===== src/smb_defines.vh =====
// Register offsets, field positions, reset values and timing counts of the bus controller
`ifndef SMB_DEFINES_VH
`define SMB_DEFINES_VH

// ----------------------------------------
// Register offsets (register port address)
// ----------------------------------------
`define SMB_OFF_CFG 2'h0
`define SMB_OFF_CTRL 2'h1
`define SMB_OFF_MASK 2'h2
`define SMB_OFF_BYTE 2'h3

// ----------------------------------------
// cfg_reg field positions
// ----------------------------------------
`define SMB_CFG_EN 7
`define SMB_CFG_QUIET 6
`define SMB_CFG_BUSY 5
`define SMB_CFG_HOLD 4
`define SMB_CFG_LOWW 3
`define SMB_CFG_IDLE 2
`define SMB_CFG_SRC_HI 1
`define SMB_CFG_SRC_LO 0

// ----------------------------------------
// ctrl_reg field positions
// ----------------------------------------
`define SMB_CTL_MASTER 7
`define SMB_CTL_TXDIR 6
`define SMB_CTL_BEGIN 5
`define SMB_CTL_END 4
`define SMB_CTL_ACKREQ 3
`define SMB_CTL_ARB 2
`define SMB_CTL_ACK 1
`define SMB_CTL_SI 0

// addr_mask_reg field position
`define SMB_MASK_AUTO 0

// ----------------------------------------
// Reset values
// ----------------------------------------
`define SMB_CFG_RST 8'h00
`define SMB_CTRL_RST 8'h00
`define SMB_MASK_RST 8'h00
`define SMB_BYTE_RST 8'h00

// ----------------------------------------
// Bit-rate source select codes
// ----------------------------------------
`define SMB_SRC_T0 2'h0
`define SMB_SRC_T1 2'h1
`define SMB_SRC_T2H 2'h2
`define SMB_SRC_T2L 2'h3

// ----------------------------------------
// Timing counts (system clocks / source periods)
// ----------------------------------------
`define SMB_FREE_PERIODS 4'hA
`define SMB_HOLD_STD 5'h03
`define SMB_HOLD_EXT 5'h0C
`define SMB_SETUP_STD 5'h04
`define SMB_SETUP_EXT 5'h0B

`endif


===== src/smb_ctrl.v =====
// Two-wire bus configuration, control and byte-level sequencing engine
`timescale 1ns/1ps
`default_nettype none
`include "smb_defines.vh"

module smb_ctrl (
	// Clock and reset
	input wire clk,
	input wire rst,
	// Register port
	input wire [1:0] reg_addr,
	input wire [7:0] reg_wdata,
	input wire reg_wr,
	input wire reg_rd,
	output reg [7:0] reg_rdata,
	// Bit-rate source overflow pulses
	input wire t0_ovf,
	input wire t1_ovf,
	input wire t2h_ovf,
	input wire t2l_ovf,
	// Timer 3 low-watch control
	input wire t3_split,
	output wire t3_reload_hi,
	output wire t3_reload_lo,
	// Slave address compare result
	input wire addr_match,
	// Bus pins, open drain
	input wire scl_in,
	output wire scl_out,
	output wire scl_oe_n,
	input wire sda_in,
	output wire sda_out,
	output wire sda_oe_n
);

// ----------------------------------------
// Engine states
// ----------------------------------------
localparam [5:0] ST_IDLE = 6'h01;
localparam [5:0] ST_START = 6'h02;
localparam [5:0] ST_LOW = 6'h04;
localparam [5:0] ST_HIGH = 6'h08;
localparam [5:0] ST_STOP = 6'h10;
localparam [5:0] ST_RS = 6'h20;

// ----------------------------------------
// State
// ----------------------------------------
reg en_r;
reg quiet_r;
reg busy_r;
reg ext_r;
reg loww_r;
reg idle_r;
reg [1:0] src_r;
reg master_r;
reg txdir_r;
reg begin_r;
reg end_r;
reg ackreq_r;
reg arb_r;
reg ack_r;
reg si_r;
reg auto_r;
reg [7:0] byte_r;
reg data_wr_r;
reg ack_wr_r;
reg addr_ph_r;
reg ignore_r;
reg stop2_r;
reg [5:0] state_r;
reg [3:0] bit_r;
reg [4:0] hs_r;
reg [3:0] free_r;
reg tick_seen_r;
reg pull_scl_r;
reg pull_sda_r;
reg [2:0] scl_sy_r;
reg [2:0] sda_sy_r;
reg scl_r;
reg sda_r;
reg tick;

// ----------------------------------------
// Line filtering and condition detection
// ----------------------------------------
// A change counts only once the second and third stages agree
wire scl_nxt = (scl_sy_r[1] == scl_sy_r[2]) ? scl_sy_r[2] : scl_r;
wire sda_nxt = (sda_sy_r[1] == sda_sy_r[2]) ? sda_sy_r[2] : sda_r;
wire scl_rise = scl_nxt & ~scl_r;
wire scl_fall = ~scl_nxt & scl_r;
wire start_det = scl_r & scl_nxt & sda_r & ~sda_nxt;
wire stop_det = scl_r & scl_nxt & ~sda_r & sda_nxt;

// Synchronisers; stage 0 feeds stage 1 only
always @(posedge clk) begin
	if (rst) begin
		scl_sy_r <= 3'h7;
		sda_sy_r <= 3'h7;
		scl_r <= 1'b1;
		sda_r <= 1'b1;
	end else begin
		scl_sy_r <= {scl_sy_r[1:0], scl_in};
		sda_sy_r <= {sda_sy_r[1:0], sda_in};
		scl_r <= scl_nxt;
		sda_r <= sda_nxt;
	end
end

// ----------------------------------------
// Bit-rate source and timing figures
// ----------------------------------------
// Overflow mux, one pulse advances timing one period
always @* begin
	case (src_r)
	`SMB_SRC_T0: tick = t0_ovf;
	`SMB_SRC_T1: tick = t1_ovf;
	`SMB_SRC_T2H: tick = t2h_ovf;
	default: tick = t2l_ovf;
	endcase
end

// Longer hold and setup once extension is on
wire [4:0] hold_n = ext_r ? `SMB_HOLD_EXT : `SMB_HOLD_STD;
wire [4:0] setup_n = ext_r ? `SMB_SETUP_EXT : `SMB_SETUP_STD;
wire [4:0] go_n = hold_n + setup_n;

// Outgoing ACK: NACK unless software wrote it or hardware mode is on
wire ack_out = (auto_r & addr_ph_r) ? (addr_match & ack_r)
	: ((auto_r | ack_wr_r) & ack_r);

// Sample point: slave on SCL rise, master at end of high phase
wire smp = en_r & ~si_r & ((state_r == ST_LOW) & ~master_r & scl_rise
	| (state_r == ST_HIGH) & master_r & scl_r & tick_seen_r);
wire arb_ev = smp & (bit_r < 4'h8) & txdir_r & ~pull_sda_r & ~sda_r;

// ----------------------------------------
// Pins and Timer 3 control
// ----------------------------------------
assign scl_out = 1'b0;
assign sda_out = 1'b0;
assign scl_oe_n = ~pull_scl_r;
assign sda_oe_n = ~pull_sda_r;
// Both timer bytes held in reload while the clock line is high; high byte only in split mode
assign t3_reload_hi = loww_r & scl_r;
assign t3_reload_lo = loww_r & scl_r & ~t3_split;

// ----------------------------------------
// Register read port
// ----------------------------------------
// Data valid only in the cycle after the read strobe
always @(posedge clk) begin
	if (rst) begin
		reg_rdata <= 8'h00;
	end else if (reg_rd) begin
		case (reg_addr)
		`SMB_OFF_CFG: reg_rdata <= {en_r, quiet_r, busy_r, ext_r, loww_r, idle_r, src_r};
		`SMB_OFF_CTRL: reg_rdata <= {master_r, txdir_r, begin_r, end_r,
			ackreq_r, arb_r, ack_r, si_r};
		`SMB_OFF_MASK: reg_rdata <= {7'h00, auto_r};
		default: reg_rdata <= byte_r;
		endcase
	end else begin
		reg_rdata <= 8'h00;
	end
end

// ----------------------------------------
// Registers and bus engine
// ----------------------------------------
// One process owns every flag so hardware sets land after software
// writes in the same cycle and therefore win
always @(posedge clk) begin
	if (rst) begin
		{en_r, quiet_r, busy_r, ext_r, loww_r, idle_r, src_r} <= `SMB_CFG_RST;
		{master_r, txdir_r, begin_r, end_r, ackreq_r, arb_r, ack_r, si_r} <= `SMB_CTRL_RST;
		auto_r <= 1'b0;
		byte_r <= `SMB_BYTE_RST;
		data_wr_r <= 1'b0;
		ack_wr_r <= 1'b0;
		addr_ph_r <= 1'b0;
		ignore_r <= 1'b0;
		stop2_r <= 1'b0;
		state_r <= ST_IDLE;
		bit_r <= 4'h0;
		hs_r <= 5'h00;
		free_r <= 4'h0;
		tick_seen_r <= 1'b0;
		pull_scl_r <= 1'b0;
		pull_sda_r <= 1'b0;
	end else begin
		// Software writes
		if (reg_wr) begin
			case (reg_addr)
			`SMB_OFF_CFG: begin
				en_r <= reg_wdata[`SMB_CFG_EN];
				quiet_r <= reg_wdata[`SMB_CFG_QUIET];
				ext_r <= reg_wdata[`SMB_CFG_HOLD];
				loww_r <= reg_wdata[`SMB_CFG_LOWW];
				idle_r <= reg_wdata[`SMB_CFG_IDLE];
				src_r <= reg_wdata[`SMB_CFG_SRC_HI:`SMB_CFG_SRC_LO];
			end
			`SMB_OFF_CTRL: begin
				begin_r <= reg_wdata[`SMB_CTL_BEGIN];
				end_r <= reg_wdata[`SMB_CTL_END];
				ack_r <= reg_wdata[`SMB_CTL_ACK];
				ack_wr_r <= 1'b1;
				si_r <= reg_wdata[`SMB_CTL_SI];
				if (!reg_wdata[`SMB_CTL_SI]) begin
					arb_r <= 1'b0;
					ackreq_r <= 1'b0;
				end
			end
			`SMB_OFF_MASK: auto_r <= reg_wdata[`SMB_MASK_AUTO];
			default: begin
				byte_r <= reg_wdata;
				data_wr_r <= 1'b1;
			end
			endcase
		end
		// Overflow pulses are remembered until a phase consumes them
		if (tick) begin
			tick_seen_r <= 1'b1;
		end
		// Idle lines counted in source periods
		// Lines held by this block are not an idle bus
		if (scl_r && sda_r && !pull_scl_r && !pull_sda_r) begin
			if (tick && free_r <= `SMB_FREE_PERIODS) begin
				free_r <= free_r + 4'h1;
			end
		end else begin
			free_r <= 4'h0;
		end
		if (!en_r) begin
			// Disabled: lines released, engine parked
			state_r <= ST_IDLE;
			master_r <= 1'b0;
			busy_r <= 1'b0;
			pull_scl_r <= 1'b0;
			pull_sda_r <= 1'b0;
		end else begin
			// Monitoring runs whenever enabled
			if (start_det) begin
				busy_r <= 1'b1;
			end
			if (stop_det || (idle_r && free_r > `SMB_FREE_PERIODS)) begin
				busy_r <= 1'b0;
			end
			case (state_r)
			ST_IDLE: begin
				pull_scl_r <= 1'b0;
				pull_sda_r <= 1'b0;
				// Master request waits for a free bus
				if (begin_r && !busy_r && !si_r) begin
					state_r <= ST_START;
					tick_seen_r <= 1'b0;
				end
			end
			ST_START: begin
				pull_sda_r <= 1'b1;
				if (tick_seen_r) begin
					// START out; begin flag stays set
					pull_scl_r <= 1'b1;
					master_r <= 1'b1;
					busy_r <= 1'b1;
					si_r <= 1'b1;
					bit_r <= 4'h0;
					hs_r <= 5'h00;
					state_r <= ST_LOW;
				end
			end
			ST_LOW: begin
				if (si_r) begin
					// Stalled: clock held, ACK value shown at once
					pull_scl_r <= 1'b1;
					hs_r <= 5'h00;
					tick_seen_r <= 1'b0;
					if (bit_r == 4'h8 && !txdir_r) begin
						pull_sda_r <= ack_out;
					end
				end else if (master_r && bit_r == 4'h0 && hs_r == 5'h00 && end_r) begin
					state_r <= ST_STOP;
					stop2_r <= 1'b0;
				end else if (master_r && bit_r == 4'h0 && hs_r == 5'h00 && begin_r) begin
					state_r <= ST_RS;
				end else begin
					if (master_r && bit_r == 4'h0 && hs_r == 5'h00) begin
						// Direction set by whether data was loaded
						txdir_r <= data_wr_r;
						data_wr_r <= 1'b0;
					end
					if (hs_r != 5'h1F) begin
						hs_r <= hs_r + 5'h01;
					end
					// SDA changes only after the hold time
					if (hs_r == hold_n) begin
						if (bit_r < 4'h8) begin
							pull_sda_r <= txdir_r & ~byte_r[7];
						end else begin
							pull_sda_r <= ~txdir_r & ack_out;
						end
					end
					if (master_r) begin
						// Release only after setup and a source period
						if (hs_r >= go_n && tick_seen_r) begin
							pull_scl_r <= 1'b0;
							tick_seen_r <= 1'b0;
							state_r <= ST_HIGH;
						end
					end else begin
						if (hs_r > hold_n) begin
							pull_scl_r <= 1'b0;
						end
						if (scl_rise) begin
							state_r <= ST_HIGH;
						end
					end
				end
			end
			ST_HIGH: begin
				if (master_r) begin
					// Slow slaves may stretch; period counts from the high level
					if (!scl_r) begin
						tick_seen_r <= 1'b0;
					end else if (tick_seen_r) begin
						pull_scl_r <= 1'b1;
						tick_seen_r <= 1'b0;
						hs_r <= 5'h00;
						state_r <= ST_LOW;
					end
				end else if (scl_fall) begin
					hs_r <= 5'h00;
					state_r <= ST_LOW;
				end
			end
			ST_STOP: begin
				// SDA low, release SCL, then release SDA high
				pull_sda_r <= ~stop2_r | ~scl_r;
				if (tick_seen_r) begin
					tick_seen_r <= 1'b0;
					if (!stop2_r) begin
						// SCL released only once SDA is already held low
						if (pull_sda_r) begin
							pull_scl_r <= 1'b0;
							stop2_r <= scl_r;
						end
					end else begin
						pull_sda_r <= 1'b0;
						end_r <= 1'b0;
						master_r <= 1'b0;
						state_r <= begin_r ? ST_START : ST_IDLE;
					end
				end
			end
			ST_RS: begin
				// Repeated START: both lines released first
				pull_sda_r <= 1'b0;
				pull_scl_r <= 1'b0;
				if (tick_seen_r && scl_r) begin
					tick_seen_r <= 1'b0;
					state_r <= ST_START;
				end
			end
			default: state_r <= ST_IDLE;
			endcase
			// Sampling of one bit
			if (smp) begin
				bit_r <= (bit_r == 4'h8) ? 4'h0 : bit_r + 4'h1;
				if (master_r) begin
					pull_scl_r <= 1'b1;
					tick_seen_r <= 1'b0;
					hs_r <= 5'h00;
					state_r <= ST_LOW;
				end else begin
					state_r <= ST_HIGH;
				end
				if (bit_r < 4'h8) begin
					byte_r <= {byte_r[6:0], sda_r};
				end
				if (bit_r == 4'h7 && !txdir_r) begin
					if (addr_ph_r) begin
						begin_r <= 1'b1;
					end
					if (!auto_r) begin
						si_r <= 1'b1;
						ackreq_r <= 1'b1;
						ack_wr_r <= 1'b0;
					end
				end
				if (bit_r == 4'h8) begin
					if (txdir_r) begin
						ack_r <= ~sda_r;
					end
					if (addr_ph_r) begin
						addr_ph_r <= 1'b0;
						if (!ack_out) begin
							// Not ours: silent until next START
							ignore_r <= 1'b1;
							pull_sda_r <= 1'b0;
							pull_scl_r <= 1'b0;
							state_r <= ST_IDLE;
						end else begin
							si_r <= 1'b1;
							txdir_r <= byte_r[0];
						end
					end else begin
						si_r <= 1'b1;
					end
				end
			end
			// Lost arbitration drops to slave and releases SDA; SCL is released for one cycle, then held again by the pending flag
			if (arb_ev) begin
				arb_r <= 1'b1;
				si_r <= 1'b1;
				master_r <= 1'b0;
				txdir_r <= 1'b0;
				pull_sda_r <= 1'b0;
				pull_scl_r <= 1'b0;
				state_r <= ST_IDLE;
			end
			// Slave START capture, inhibited while target_quiet is set
			if (start_det && !master_r && state_r != ST_START) begin
				ignore_r <= 1'b0;
				if (!quiet_r) begin
					state_r <= ST_HIGH;
					bit_r <= 4'h0;
					addr_ph_r <= 1'b1;
					txdir_r <= 1'b0;
					pull_sda_r <= 1'b0;
				end
			end
			// STOP seen while addressed ends the slave transfer
			if (stop_det && !master_r && state_r != ST_IDLE && state_r != ST_START
				&& !ignore_r) begin
				end_r <= 1'b1;
				si_r <= 1'b1;
				pull_sda_r <= 1'b0;
				pull_scl_r <= 1'b0;
				state_r <= ST_IDLE;
			end
			// Pending flag stalls the clock in every state, idle included
			if (si_r) begin
				pull_scl_r <= 1'b1;
			end
		end
	end
end

endmodule // smb_ctrl
`default_nettype wire


===== config.mk =====
export PLATFORM = sky130hd
export DESIGN_NAME = smb_ctrl
export DESIGN_NICKNAME = d
export VERILOG_FILES = /design/src/smb_ctrl.v
export VERILOG_INCLUDE_DIRS = /design/src
export SDC_FILE = /design/constraint.sdc
export NUM_CORES = 1
export LEC_CHECK = 0
export BUFFER_PORTS_ARGS = -buffer_cell sky130_fd_sc_hd__buf_2
export CORE_MARGIN = 2
export CORE_UTILIZATION = 60
export DETAILED_ROUTE_END_ITERATION = 8
export PLACE_DENSITY = 0.83
export SLEW_MARGIN = 5
export SYNTH_ARGS = -nofsm -noshare
export SYNTH_HDL_FRONTEND = slang
export SYNTH_SLANG_ARGS = --single-unit

===== constraint.sdc =====
create_clock -name clk -period 3.02 [get_ports clk]
set_clock_uncertainty 0.15 [all_clocks]
set_input_delay 0.604 -clock clk [delete_from_list [all_inputs] [get_ports clk]]
set_output_delay 0.604 -clock clk [all_outputs]
set_load 0.1 [all_outputs]

==> results.yml <==
run_status:
  status: "completed"
clock_tree:
  clock_latency_ns: 0.35
  cts.repair.resized: 0
  cts_setup_buffers: 0
  cts_max_path_buffers: 2
  cts.sinks: 68
  cts_hold_buf: 0
  root_buffer: "clkbuf_8"
  tritoncts: "done"
  clk_pin_slew_ns: 0.07
  h-tree-depth: 3
  numCtsBuffers: 9
pwr:
  ir_worst_vdd_v: 0.0003577
  power_leakage_nw: 1.758
  power_density_nw_per_um2: 414.3
  p_total_mw: 1.774
cells_and_area:
  nNetsFinal: 530
  n_antenna_cell: 0
  area_growth_pct: 9.536
  utilization_pct: 67.84
  drive_above_1_share_pct: 15.97
  multi_input_comb_area_um2: 2337
  nFillCells: 522
  seq_area_um2: 1361
placed_design:
  dp.final_hpwl_mm: 7.505
  io_buffers: 33
  place.gp.congestion: 0.9987
synth:
  yosysTopAreaCellShare_pct: 34.82
  syn_avg_cell_area_um2: 8.249
  synthTopCellsByCount: "nor2_1, dfxtp_1, a21oi_1"
  yosysSeqAreaShare_pct: 34.82
  synthDistinctLibCells: 70
  synthSimpleGateAreaFrac_pct: 24.64
  syn_area_um2: 3910
  synth-seq-cells: 68
  yosysMostFrequentCell: "nor2_1"
  synth_cells: 474
  synth_flop_cell: "dfxtp_1"
  synth_xor_xnor_area_share_pct: 1.568
  synth.mux.area_fraction_pct: 7.584
  synth.largest_area_cell: "dfxtp_1"
  synth-compound-area-share_pct: 22.08
  synth_async_sr_flop_share_pct: 0
  synth_area_leaders: "dfxtp_1, nor2_1, mux2i_1, a21oi_1, ha_1"
  synthAdderAreaFrac_pct: 3.520
  synth_top_family_by_area: "simple AND/OR/NAND/NOR gates"
  synth-edff-count: 0
  ys_warn_count: 0
setup_path:
  path_cells: "nor4b_2, and4_1, a41o_1, buf_4, nand2b_1, a211oi_1"
  critPathTopFamily: "simple AND/OR/NAND/NOR gates"
  end_kind: "register"
  critPathSlowestCell: "dfxtp_1"
  cp.required_ns: 3.13
  start_kind: "register"
  critPathBufInv: 1
  worstSetupPathType: "reg2reg"
  cp.arrival_ns: 2.76
  worst_path_largest_cell_delay_ns: 0.58
  path_max_fanout: 16
floorplanning:
  die_area_um2: 7178
  initial_core_util_pct: 61.93
  die_h_um: 84.73
  num_rows: 29
  coreArea_um2: 6314
  ios: 36
  dieWidth_um: 84.73
global_route:
  grt_usage_pct: 29.45
  grt_pass1_vias: 3474
  grt_max_degree: 49
  antenna_found_initial: 0
  grt_pass1_wl_mm: 16.93
  grt-ovfl-total: 0
hold_path:
  min_path_type: "reg2reg"
timing:
  fmax_mhz: 377.4
  fin_crit_ns: 2.650
  finalSetupViolCount: 0
  fin_crit_sh_pct: 87.73
  maxSlewViolCount: 0
  worst_pin_slew_ns: 0.7075
  rsz0062_at_grt: "no"
  slew_headroom_pct: 52.24
  hold_violations: 0
  tns_ns: 0
run:
  drv_cap: 0
drt:
  drtPass1Iterations: 5
  route.detailed.drc: 0
  wl_per_cell_um: 17.74
  viasPerCell: 6.493
  via_count: 3753
  wirelength_mm: 10.25
  drtIter0Drc: 357
  ant_nets: 0
==> area by class of cell <==
| cell class | instances | share of cell area [%] |
|---|---|---|
| multi-input cells | 356 | 54.57 |
| flip-flops and latches | 68 | 31.79 |
| repair buffers | 43 | 5.609 |
| clock buffers | 11 | 3.535 |
| well taps | 77 | 2.249 |
| inverters | 19 | 1.665 |
| clock inverters | 4 | 0.5843 |
==> path summary, 6_finish.rpt <==
| path | cells after the start | to | from | slack [ns] |
|---|---|---|---|---|
| worst min register to register | 1 | sda_sy_r[1] | sda_sy_r[0] | 0.26 |
| worst min-delay path | 1 | sda_sy_r[1] | sda_sy_r[0] | 0.26 |
| worst max register to register | 6 | byte_r[5] | state_r[3] | 0.37 |
| worst max-delay path | 6 | byte_r[5] | state_r[3] | 0.37 |
==> sequential cells by signal, indices dropped and copies added, names as in the netlist, 3 cells and up <==
signal     cells
sda_sy_r       3
scl_sy_r       3
bit_r          4
hs_r           5
byte_r         8
free_r         4
state_r        6
reg_rdata      8
==> routing by layer <==
| metal | wire length, um | up-vias | GRT usage [%] |
|---|---|---|---|
| met2 | 4794 | 186 | 46.31 |
| met1 | 4435 | 1765 | 39.18 |
| met4 | 188 | 0 | 11.40 |
| met5 | 0 | - | 0 |
| met3 | 835 | 21 | 7.080 |
| li1 | - | 1781 | - |
==> placed cells by master (no fill, tap or decap), types with 3 or more instances in the layout <==
| cell | netlist | final |
|---|---|---|
| a211oi_1 | 17 | 17 |
| a21o_1 | 3 | 3 |
| a21oi_1 | 28 | 28 |
| a221oi_1 | 3 | 3 |
| a22oi_1 | 3 | 3 |
| a31oi_1 | 14 | 14 |
| a32o_1 | 3 | 3 |
| a41o_1 | 3 | 3 |
| a41oi_1 | 3 | 3 |
| and2_1 | 5 | 5 |
| and3_1 | 3 | 3 |
| and4b_1 | 3 | 3 |
| buf_2 | 6 | 33 |
| buf_4 | 2 | 10 |
| clkbuf_8 | 0 | 11 |
| dfxtp_1 | 68 | 68 |
| ha_1 | 11 | 11 |
| inv_1 | 19 | 19 |
| mux2i_1 | 24 | 24 |
| nand2_1 | 20 | 20 |
| nand2b_1 | 11 | 11 |
| nand3_1 | 12 | 12 |
| nand3b_1 | 6 | 6 |
| nand4_1 | 3 | 3 |
| nand4b_1 | 3 | 3 |
| nor2_1 | 71 | 71 |
| nor2b_1 | 5 | 4 |
| nor3_1 | 15 | 15 |
| nor4_1 | 4 | 4 |
| o21ai_0 | 19 | 19 |
| o21bai_1 | 3 | 3 |
| o31ai_1 | 3 | 3 |
| or2_2 | 7 | 7 |
| xnor2_1 | 3 | 3 |
| xor2_1 | 4 | 4 |
==> where the power goes <==
part | internal, mW | switching, mW
Combinational | 0.0549 | 0.0990
Clock | 0.335 | 0.348
Sequential | 0.916 | 0.0212
Total | 1.31 | 0.468
==> through the flow <==
stage                     cells  instance area (um^2)  hold WS [ns]  setup slack [ns]
final                       578                  4283        0.2593            0.3704
after global routing        578                  4283        0.2782            0.2229
after CTS                   578                  4283        0.2609            0.4258
after detailed placement    563                  4106        0.2437            0.4723
after global placement      563                  4106        0.2418            0.4998
after floorplan             475                  3921        0.2395            0.1087
==> logic make-up (layout without fill, tap and decap cells) <==
| family | count (synthesis) | count (layout) |
|---|---|---|
| xor gates and xnor gates | 7 | 7 |
| buffers and inverters | 51 | 77 |
| other | 1 | 2 |
| and+or+nand+nor | 183 | 183 |
| muxes | 27 | 27 |
| adders and majority gates | 11 | 11 |
| DFF | 68 | 68 |
| AOI/OAI and AO/OA | 126 | 126 |
No activity file was read; power rests on OpenSTA's default activity.
